**config.mk**
```make
export PLATFORM = sky130hd
export DESIGN_NAME = sample_path
export DESIGN_NICKNAME = d
export VERILOG_FILES = /design/src/sample_path_pkg.sv /design/src/sample_path.sv
export SDC_FILE = /design/constraint.sdc
export NUM_CORES = 1
export LEC_CHECK = 0
export BUFFER_PORTS_ARGS = -buffer_cell sky130_fd_sc_hd__buf_2
export CORE_MARGIN = 8
export CORE_UTILIZATION = 40
export DETAILED_ROUTE_END_ITERATION = 8
export PLACE_DENSITY_LB_ADDON = 0.05
export SLEW_MARGIN = 20
export SYNTH_ARGS = -nofsm -noshare
export SYNTH_HDL_FRONTEND = slang
export SYNTH_SLANG_ARGS = --single-unit
```
**constraint.sdc**
```tcl
create_clock -name clk_in -period 5.05 [get_ports clk_in]
set_input_delay 0.2525 -clock clk_in [delete_from_list [all_inputs] [get_ports clk_in]]
set_output_delay 0.2525 -clock clk_in [all_outputs]
set_load 0.03 [all_outputs]
```
**src/sample_path_pkg.sv**
```systemverilog
// shared constants and types for the sensor sample output path
package sample_path_pkg;

  // register map of the sample path (word offsets on the plain port)
  localparam logic [3:0] OFF_CTRL   = 4'h0;
  localparam logic [3:0] OFF_RATE   = 4'h1;
  localparam logic [3:0] OFF_STATUS = 4'h2;
  localparam logic [3:0] OFF_ACC_X  = 4'h3;
  localparam logic [3:0] OFF_ACC_Y  = 4'h4;
  localparam logic [3:0] OFF_ACC_Z  = 4'h5;
  localparam logic [3:0] OFF_TEMP   = 4'h6;
  localparam logic [3:0] OFF_AUX    = 4'h7;
  localparam logic [3:0] OFF_COUNT  = 4'h8;

  // control register fields
  localparam int CTRL_MEASURE = 0;
  localparam int CTRL_AUX_EN  = 1;
  localparam int CTRL_TEMP_FF = 2;
  localparam int CTRL_EXT_TRG = 3;
  localparam int CTRL_NOISE   = 4;
  localparam logic [7:0] CTRL_RESET = 8'h00;

  // data rate codes: 0 = 12.5 Hz up to 5 = 400 Hz
  localparam logic [2:0] RATE_RESET = 3'h3;
  localparam logic [2:0] RATE_MAX   = 3'h5;

  // timing: clock rate and slowest sampling period
  localparam longint CLK_HZ          = 125000000;
  localparam longint MIN_RATE_MHZ    = 12500;
  localparam longint BASE_PERIOD_CYC = (CLK_HZ * 1000) / MIN_RATE_MHZ;

  // fifo tags for stored words
  localparam logic [1:0] TAG_X    = 2'h0;
  localparam logic [1:0] TAG_Y    = 2'h1;
  localparam logic [1:0] TAG_Z    = 2'h2;
  localparam logic [1:0] TAG_TEMP = 2'h3;

  // noise operating modes
  typedef enum logic [1:0] {
    NOISE_NORMAL = 2'h0,
    NOISE_LOW    = 2'h1,
    NOISE_ULTRA  = 2'h2
  } noise_mode_t;

  // one sampling event's results
  typedef struct packed {
    logic [11:0] acc_x;
    logic [11:0] acc_y;
    logic [11:0] acc_z;
    logic [11:0] temp;
    logic [11:0] aux;
  } sample_set_t;

  // word sent toward the sample fifo
  typedef struct packed {
    logic [1:0]  tag;
    logic [11:0] data;
  } fifo_word_t;

endpackage : sample_path_pkg

```
**src/sample_path.sv**
```systemverilog
// sensor sample output path: event timing, capture, output registers
// overview of the sample path
//   one sampling event drives everything: the conversion start pulse,
//   the capture of the results (aux only while enabled) and the start of a fifo push walk.
//   the event comes either from the internal period timer or from a
//   rising edge on the external trigger pin, never from both at once.
//
// event timing
//   the internal timer counts clock cycles into the current period and
//   fires when it reaches one less than the period of the selected rate code.
//   the period halves for every step of the rate code, so code 0 is the
//   slowest rate and the highest legal code is the fastest one.
//   codes above the highest legal one are clamped on write, which keeps
//   the internal rate from ever exceeding its ceiling.
//   with external pacing on, the timer is parked at zero and the trigger
//   edge alone makes events; external pacing may run a little faster.
//   the trigger pin is asynchronous: it passes two flops, then a third
//   flop holds the previous level for the rising edge detector.
//   an edge therefore shows as an event two clock edges after it lands.
//   the edge flop resets to the idle level of the pin, so no false edge
//   follows reset.
//
// capture
//   all acceleration axes, temperature and the auxiliary result are
//   taken from the front ends on one clock edge, the edge after the
//   event pulse; no output register ever holds a mix of two events.
//   the auxiliary result is only refreshed while its converter is
//   enabled; with the converter off the last value stays readable.
//   results are twelve bits wide and sign extended to the register width
//   on read, so software sees twos complement values directly.
//
// fifo push
//   after an event the path offers x, y and z in that order, and the
//   temperature word last when the temperature option is set.
//   a word stays on the port until the sink takes it.
//   the auxiliary result has no slot in the walk at all.
//   a new event while a walk is still busy restarts the walk with the
//   new set and raises the overrun flag; the stale words are dropped
//   rather than mixed with the new set.
//   reading the status register clears overrun, but an event in the same
//   cycle as the read wins and leaves the flag set.
//
// standby
//   with the measure bit clear no events are made and the timer is parked at zero;
//   captured results, the event count and the flags are all kept.
//   the device comes out of reset in standby.
//
// register port
//   writes take effect on the edge after the strobe; read data stand for
//   exactly one cycle after the read strobe and are zero otherwise.
//   unmapped reads return zero and unmapped writes are ignored.
//   a noise mode write with the unused code keeps the old mode, while the
//   rest of the control byte is still written.
//
// limitations
//   the slowest period is a fixed count of clock cycles; changing the
//   clock rate needs CLK_HZ to be changed with it; the base period is derived from it.
//   the event counter wraps silently after its full range.
//   the fifo port has no depth of its own: back pressure is the sink's.
//
// trade-offs
//   the fifo word is decoded combinationally from registered state, which
//   saves a pipeline stage and keeps the push walk one word per cycle.
//   the read mux is registered, which costs a cycle of latency but gives
//   software a clean, glitch-free read data bus.
//
// Chosen here: the address map and the address-and-strobe port.
`timescale 1ns/1ps
`default_nettype none

module sample_path (
  // clock and reset
  input  wire logic                       clk_in,
  input  wire logic                       arst_n_in,
  // register port
  input  wire logic [3:0]                 reg_addr_in,
  input  wire logic [15:0]                reg_wdata_in,
  input  wire logic                       reg_wr_in,
  input  wire logic                       reg_rd_in,
  output logic [15:0]                     reg_rdata_out,
  // external trigger pin, asynchronous
  input  wire logic                       ext_trig_in,
  // converter front ends
  input  wire sample_path_pkg::sample_set_t raw_in,
  output logic                            conv_start_out,
  output logic                            aux_power_out,
  output logic [1:0]                      noise_mode_out,
  // sample fifo write port
  output sample_path_pkg::fifo_word_t     fifo_word_out,
  output logic                            fifo_valid_out,
  input  wire logic                       fifo_ready_in,
  // event strobe
  output logic                            sample_event_out
);

  // control and rate registers
  logic [7:0]                   ctrl;         // control bits
  logic [7:0]                   next_ctrl;
  logic [2:0]                   rate;         // data rate code
  logic [2:0]                   next_rate;
  // sampling timer
  logic [23:0]                  tick;         // cycles into current period
  logic [23:0]                  next_tick;
  // trigger synchroniser and edge detect
  logic                         trig_meta;    // first stage, read only by trig_sync
  logic                         trig_sync;
  logic                         trig_prev;
  // captured output set
  sample_path_pkg::sample_set_t outs;
  sample_path_pkg::sample_set_t next_outs;
  logic [15:0]                  evt_count;    // events taken since reset
  logic [15:0]                  next_evt_count;
  // fifo push sequencing
  logic [2:0]                   push_idx;     // 0 idle, 1..4 word to push
  logic [2:0]                   next_push_idx;
  logic                         overrun;      // event hit a busy push
  logic                         next_overrun;
  // read data
  logic [15:0]                  rdata;
  logic [15:0]                  next_rdata;
  // derived
  logic                         measuring;
  logic                         event_now;
  logic [23:0]                  period;

  // period of one rate code, doubling rate per step
  function automatic logic [23:0] period_of(input logic [2:0] code);
    logic [23:0] base;
    base = 24'(sample_path_pkg::BASE_PERIOD_CYC);
    period_of = base >> code;
  endfunction : period_of

  // sign extend a 12-bit result to the 16-bit register width
  function automatic logic [15:0] sext12(input logic [11:0] v);
    sext12 = {{4{v[11]}}, v};
  endfunction : sext12

  assign measuring = ctrl[sample_path_pkg::CTRL_MEASURE];
  assign period    = period_of(rate);

  // event source: internal timer or synchronised trigger edge
  always_comb begin
    next_tick = tick;
    event_now = 1'b0;
    if (!measuring) begin
      next_tick = 24'h000000; // standby: timer parked, no new samples
    end else if (ctrl[sample_path_pkg::CTRL_EXT_TRG]) begin
      event_now = trig_sync & ~trig_prev; // external pacing may beat 400 Hz
      next_tick = 24'h000000;
    end else if (tick >= period - 24'h000001) begin
      event_now = 1'b1; // rate code clamped so never above 400 Hz
      next_tick = 24'h000000;
    end else begin
      next_tick = tick + 24'h000001;
    end
  end

  // register writes; rate code clamped to legal range
  always_comb begin
    next_ctrl = ctrl;
    next_rate = rate;
    if (reg_wr_in && reg_addr_in == sample_path_pkg::OFF_CTRL) begin
      next_ctrl = reg_wdata_in[7:0];
      if (reg_wdata_in[5:4] == 2'h3) begin
        next_ctrl[5:4] = ctrl[5:4]; // illegal noise code keeps old mode
      end
    end
    if (reg_wr_in && reg_addr_in == sample_path_pkg::OFF_RATE) begin
      if (reg_wdata_in[2:0] > sample_path_pkg::RATE_MAX) begin
        next_rate = sample_path_pkg::RATE_MAX;
      end else begin
        next_rate = reg_wdata_in[2:0];
      end
    end
  end

  // capture the results of one event in one edge, aux only when enabled
  always_comb begin
    next_outs      = outs;
    next_evt_count = evt_count;
    if (event_now) begin
      next_outs.acc_x = raw_in.acc_x; // x, y, z and temp replaced at once, aux too when enabled
      next_outs.acc_y = raw_in.acc_y;
      next_outs.acc_z = raw_in.acc_z;
      next_outs.temp  = raw_in.temp; // same edge as acceleration
      if (ctrl[sample_path_pkg::CTRL_AUX_EN]) begin
        next_outs.aux = raw_in.aux; // same event as the rest
      end
      next_evt_count = evt_count + 16'h0001;
    end
  end

  // fifo push of acceleration words, temperature optional
  always_comb begin
    next_push_idx  = push_idx;
    next_overrun   = overrun;
    fifo_valid_out = (push_idx != 3'h0);
    fifo_word_out  = '0;
    unique case (push_idx)
      3'h1: fifo_word_out = '{tag: sample_path_pkg::TAG_X, data: outs.acc_x};
      3'h2: fifo_word_out = '{tag: sample_path_pkg::TAG_Y, data: outs.acc_y};
      3'h3: fifo_word_out = '{tag: sample_path_pkg::TAG_Z, data: outs.acc_z};
      3'h4: fifo_word_out = '{tag: sample_path_pkg::TAG_TEMP, data: outs.temp};
      default: fifo_word_out = '0; // aux never has a slot here
    endcase
    if (fifo_valid_out && fifo_ready_in) begin
      if (push_idx == 3'h3 && !ctrl[sample_path_pkg::CTRL_TEMP_FF]) begin
        next_push_idx = 3'h0; // temperature left out of fifo
      end else if (push_idx == 3'h4) begin
        next_push_idx = 3'h0;
      end else begin
        next_push_idx = push_idx + 3'h1;
      end
    end
    if (event_now) begin
      if (push_idx != 3'h0) begin
        next_overrun = 1'b1; // previous set not drained, restart with new set
      end
      next_push_idx = 3'h1;
    end
    if (reg_rd_in && reg_addr_in == sample_path_pkg::OFF_STATUS && !event_now) begin
      next_overrun = 1'b0; // read clears; a same-cycle event keeps it set
    end
  end

  // read mux, data valid one cycle after strobe
  always_comb begin
    next_rdata = 16'h0000;
    if (reg_rd_in) begin
      unique case (reg_addr_in)
        sample_path_pkg::OFF_CTRL:   next_rdata = {8'h00, ctrl};
        sample_path_pkg::OFF_RATE:   next_rdata = {13'h0000, rate};
        sample_path_pkg::OFF_STATUS: next_rdata = {13'h0000, overrun,
                                                   push_idx != 3'h0, measuring};
        sample_path_pkg::OFF_ACC_X:  next_rdata = sext12(outs.acc_x);
        sample_path_pkg::OFF_ACC_Y:  next_rdata = sext12(outs.acc_y);
        sample_path_pkg::OFF_ACC_Z:  next_rdata = sext12(outs.acc_z);
        sample_path_pkg::OFF_TEMP:   next_rdata = sext12(outs.temp);
        sample_path_pkg::OFF_AUX:    next_rdata = sext12(outs.aux);
        sample_path_pkg::OFF_COUNT:  next_rdata = evt_count;
        default:                     next_rdata = 16'h0000; // unmapped reads zero
      endcase
    end
  end

  // trigger pin passes two flops before any logic
  always_ff @(posedge clk_in or negedge arst_n_in) begin
    if (!arst_n_in) begin
      trig_meta <= 1'b0;
      trig_sync <= 1'b0;
      trig_prev <= 1'b0;
    end else begin
      trig_meta <= ext_trig_in;
      trig_sync <= trig_meta;
      trig_prev <= trig_sync;
    end
  end

  // state registers; power up in standby
  always_ff @(posedge clk_in or negedge arst_n_in) begin
    if (!arst_n_in) begin
      ctrl      <= sample_path_pkg::CTRL_RESET;
      rate      <= sample_path_pkg::RATE_RESET;
      tick      <= 24'h000000;
      outs      <= '0;
      evt_count <= 16'h0000;
      push_idx  <= 3'h0;
      overrun   <= 1'b0;
      rdata     <= 16'h0000;
    end else begin
      ctrl      <= next_ctrl;
      rate      <= next_rate;
      tick      <= next_tick;
      outs      <= next_outs;
      evt_count <= next_evt_count;
      push_idx  <= next_push_idx;
      overrun   <= next_overrun;
      rdata     <= next_rdata;
    end
  end

  // outputs
  assign reg_rdata_out    = rdata;
  assign conv_start_out   = event_now; // front ends sample on the same pulse
  assign sample_event_out = event_now;
  assign aux_power_out    = ctrl[sample_path_pkg::CTRL_AUX_EN] & measuring;
  assign noise_mode_out   = ctrl[5:4]; // selects front-end bias current

endmodule : sample_path

`default_nettype wire

```
==> metrics.md <==
| Metric | Value |
|---|---|
| Area contributors post-synth | dfrtp_1 (41%), mux2_4 (10%), ha_1 (6.2%) |
| Io pins | 122 |
| Yosys reg bits | 134 |
| Leakage | 0.00423 uW |
| Slew Limit Fails | 0 |
| Hold crit path type | input pin to register |
| Status | complete, no violations |
| CP endpoint kind | output pin |
| Internal | 2710 uW |
| Die X | 158 um |
| Startpoint types | register |
| Min Tclk post-route | 4720 ps |
| Max incr delay on CP | 590 ps |
| Clock power share | 28.8% |
| CTS tree | yes |
| Max Fclk | 0.212 GHz |
| Tcrit/Tclk final | 93.6% |
| Core area | 20000 um2 |
| DRT Pass-1 Iters | 5 |
| Remaining DRCs | 0 |
| CTS Buffer Depth | 2 |
| Max Cap Viol | 0 |
| Clock Skew | 15.8 ps |
| Area leader, netlist | dfrtp_1 |
| Setup TNS | 0 ps |
| Multi-input logic area | 4340 um2 |
| Comb pwr share | 34.7% |
| WL final | 22.5 mm |
| DR vias | 6153 |
| Slew @ Worst Pin | 893 ps |
| Cell Area, Synth | 8060 um2 |
| CTS Root Buffer Type | clkbuf_16 |
| Total track usage | 18.7% |
| First-pass GRT wire length | 35.5 mm |
| N_diodes | 0 |
| Net count after synthesis | 863 |
| Final hold violation count | 0 |
| Initial antenna violation count | 0 |
| # rows | 52 |
| Grt total ovfl | 0 |
| Power Dens Cells | 463 nW/um2 |
| Post-synth EDFFs | 0 |
| Cell mode on critical path | inv_1 |
| Worst skew pair latency | 420 ps |
| Synth Area per Inst | 10.9 um2 |
| Largest net degree at the start of global routing | 84 |
| Final setup fails | 0 |
| Vias in the first global route | 6272 |
| CP Data Required Time | 4800 ps |
| Cell variety after synth | 60 |
| Critical path arrival | 4470 ps |
| Routability cong. | 0.832 |
| Flop pwr share | 36.5% |
| Top post-synthesis cells by count | dfrtp_1 (132), mux2_4 (56), nand2_1 (52) |
| H-tree depth | 4 |
| Register area share after synthesis | 41.7% |
| Area growth syn-to-layout | 17.3% |
| Max FO, Critical Path | 32 |
| Slew margin rel. | 40.4% |
| Avg WL per Cell | 20.1 um |
| Yosys warns | 0 |
| Fillers | 1867 |
| # clock sinks | 134 |
| Synth Flop Type | dfrtp_1 |
| RSZ-0062 raised after global routing | false |
| Via density per instance | 5.48 |
| Nets | 966 |
| DP Worst Slack | 514 ps |
| DRT iter0 DRCs | 469 |
| Ys async rst share | 100% |
| Worst path cell trace | inv_1 > ha_2 > nor2_1 > inv_1 > a21boi_0 > a41oi_1 > a211oi_1 > nor2b_1 > o32ai_1 > ha_1 > nand4_1 > nor3_1 > nand2_1 > o31ai_4 > nor2_4 > inv_8 > buf_2 |
| Clock slew at reported path FFs | 70 ps |
| Die height | 158 um |
| Flip-flop and latch area | 3360 um2 |
| Most frequent cell after synthesis | dfrtp_1 |
| Setup CP Type | register to output pin |
| Hpwl dp | 16.5 mm |
| Critical Path Slowest Stage Cell | dfstp_2 |
| Post-CTS setup buffer count | 0 |
| Slack of the critical path | 326 ps |
| CTS Buf Count | 17 |
| PortBufs | 113 |
| Net load switching power | 1670 uW |
| Yosys top cell area share | 41.0% |
| Max VDD drop | 356 uV |
| Switching share of total power | 38.0% |
| Antenna-violating nets left | 0 |
| Gate Count Post-Synth | 737 |
| Initial core utilization | 40.3% |
| Share of post-route cells with drive strength above 1 | 31.7% |
| Die ar. | 24900 um2 |
path summary, 6_finish.rpt:
kind,startpoint,endpoint,slack [ps],cells after the start
max reg2reg,rate[0]$_DFFE_PN1P_,outs[2]$_DFFE_PN0P_,620,18
max in group asynchronous,arst_n_in,push_idx[2]$_DFFE_PN0P_,3420,3
min,raw_in[29],outs[29]$_DFFE_PN0P_,50,2
min in group asynchronous,arst_n_in,tick[18]$_DFF_PN0_,440,2
min reg2reg,trig_meta$_DFF_PN0_,trig_sync$_DFF_PN0_,350,0
max,rate[0]$_DFFE_PN1P_,conv_start_out,330,17
power groups by stage:
| stage | Clock [uW] | Combinational, uW | Sequential [uW] |
|---|---|---|---|
| after floorplan | 0 | 1170 | 1490 |
| after CTS | 1290 | 1520 | 1590 |
| after global placement | 0 | 1490 | 1600 |
| after global routing | 1340 | 1650 | 1630 |
| after detailed placement | 0 | 1510 | 1610 |
| final | 1260 | 1520 | 1600 |
cells by family (layout without fill, tap and decap cells):
kind of cell | Yosys count | in the layout | synth area share (%)
AOI/OAI and AO/OA | 170 | 170 | 14.6
xor gates and xnor gates | 44 | 44 | 4.78
buffers and inverters | 63 | 179 | 4.50
muxes | 85 | 85 | 14.9
and+or+nand+nor | 201 | 201 | 13.3
adders and majority gates | 40 | 40 | 6.21
DFF | 134 | 134 | 41.7
state kept, by name, summed over array words and instances, names as in the netlist:
name / cells
evt_count: 16
reg_rdata_out: 16
trig_meta: 1
trig_prev: 1
ctrl: 8
rate: 3
overrun: 1
outs: 60
trig_sync: 1
tick: 24
push_idx: 3
per-stage QoR:
stage / utilization [%] / instances / power [uW] / area [um2] / hold slack, ps
after floorplan: - / 737 / 2650 / 8060 / -43.1
after global placement: 44.2 / 1089 / 3090 / 8830 / 331
after detailed placement: 44.2 / 1089 / 3120 / 8830 / 336
after CTS: 47.3 / 1123 / 4400 / 9440 / 36.9
after global routing: 47.3 / 1123 / 4620 / 9450 / 30.5
final: 47.3 / 1123 / 4380 / 9450 / 52.4
cells in the final DEF, fill, tap and decap left out, types with 4 or more instances in the layout:
cell type / Yosys / layout
a32oi_1: 15 / 15
mux2_4: 56 / 56
nor2_1: 49 / 49
and2_1: 7 / 7
buf_2: 8 / 112
xnor2_1: 30 / 30
a22oi_1: 21 / 21
o2111ai_1: 5 / 5
buf_4: 3 / 9
a31oi_1: 7 / 7
nand2b_1: 4 / 4
nor2b_1: 10 / 10
a21oi_1: 40 / 40
nand3_1: 16 / 16
inv_1: 18 / 18
a211oi_1: 7 / 7
nand4_1: 8 / 8
xor2_1: 14 / 14
o21ai_0: 31 / 31
nor2_4: 19 / 19
o211ai_1: 7 / 7
inv_8: 0 / 4
clkbuf_16: 0 / 17
and3_1: 10 / 10
dfrtp_1: 132 / 132
inv_6: 1 / 4
a22o_1: 4 / 4
nand2_1: 52 / 52
mux2_2: 17 / 17
o31ai_1: 6 / 6
a21oi_2: 4 / 4
buf_12: 2 / 4
ha_1: 40 / 39
nor3_1: 14 / 14
mux2i_1: 8 / 8
mux4_2: 4 / 4
metal layers:
metal / routed length, um / global-route usage (%)
met4: 218 / 4.85
met3: 1220 / 4.15
met5: 0 / 0
met1: 11200 / 27.4
met2: 9880 / 27.0
repair_timing:
action	4_1_cts	5_1_grt
hold buffers	2	0
gates resized for setup	0	2
setup endpoints to repair	0	2
hold endpoints to repair	81	0
worst max-delay path, delay by kind of cell, from the launching register on:
family                     cells  cell delay, ps
and+or+nand+nor                6             990
AOI/OAI and AO/OA              5             910
buffers and inverters          4             750
adders and majority gates      2             750
DFF                            1             590
cell type report:
cell class                 count  share of cell area, %
clock buffer                  18                   4.54
clock inverter                14                   1.75
inverter                      19                  0.834
multi-input combinational    540                   46.0
sequential                   134                   35.5
tap                          270                   3.57
timing repair buffer         128                   7.82
Note: power is estimated with default switching activity, not from simulation.
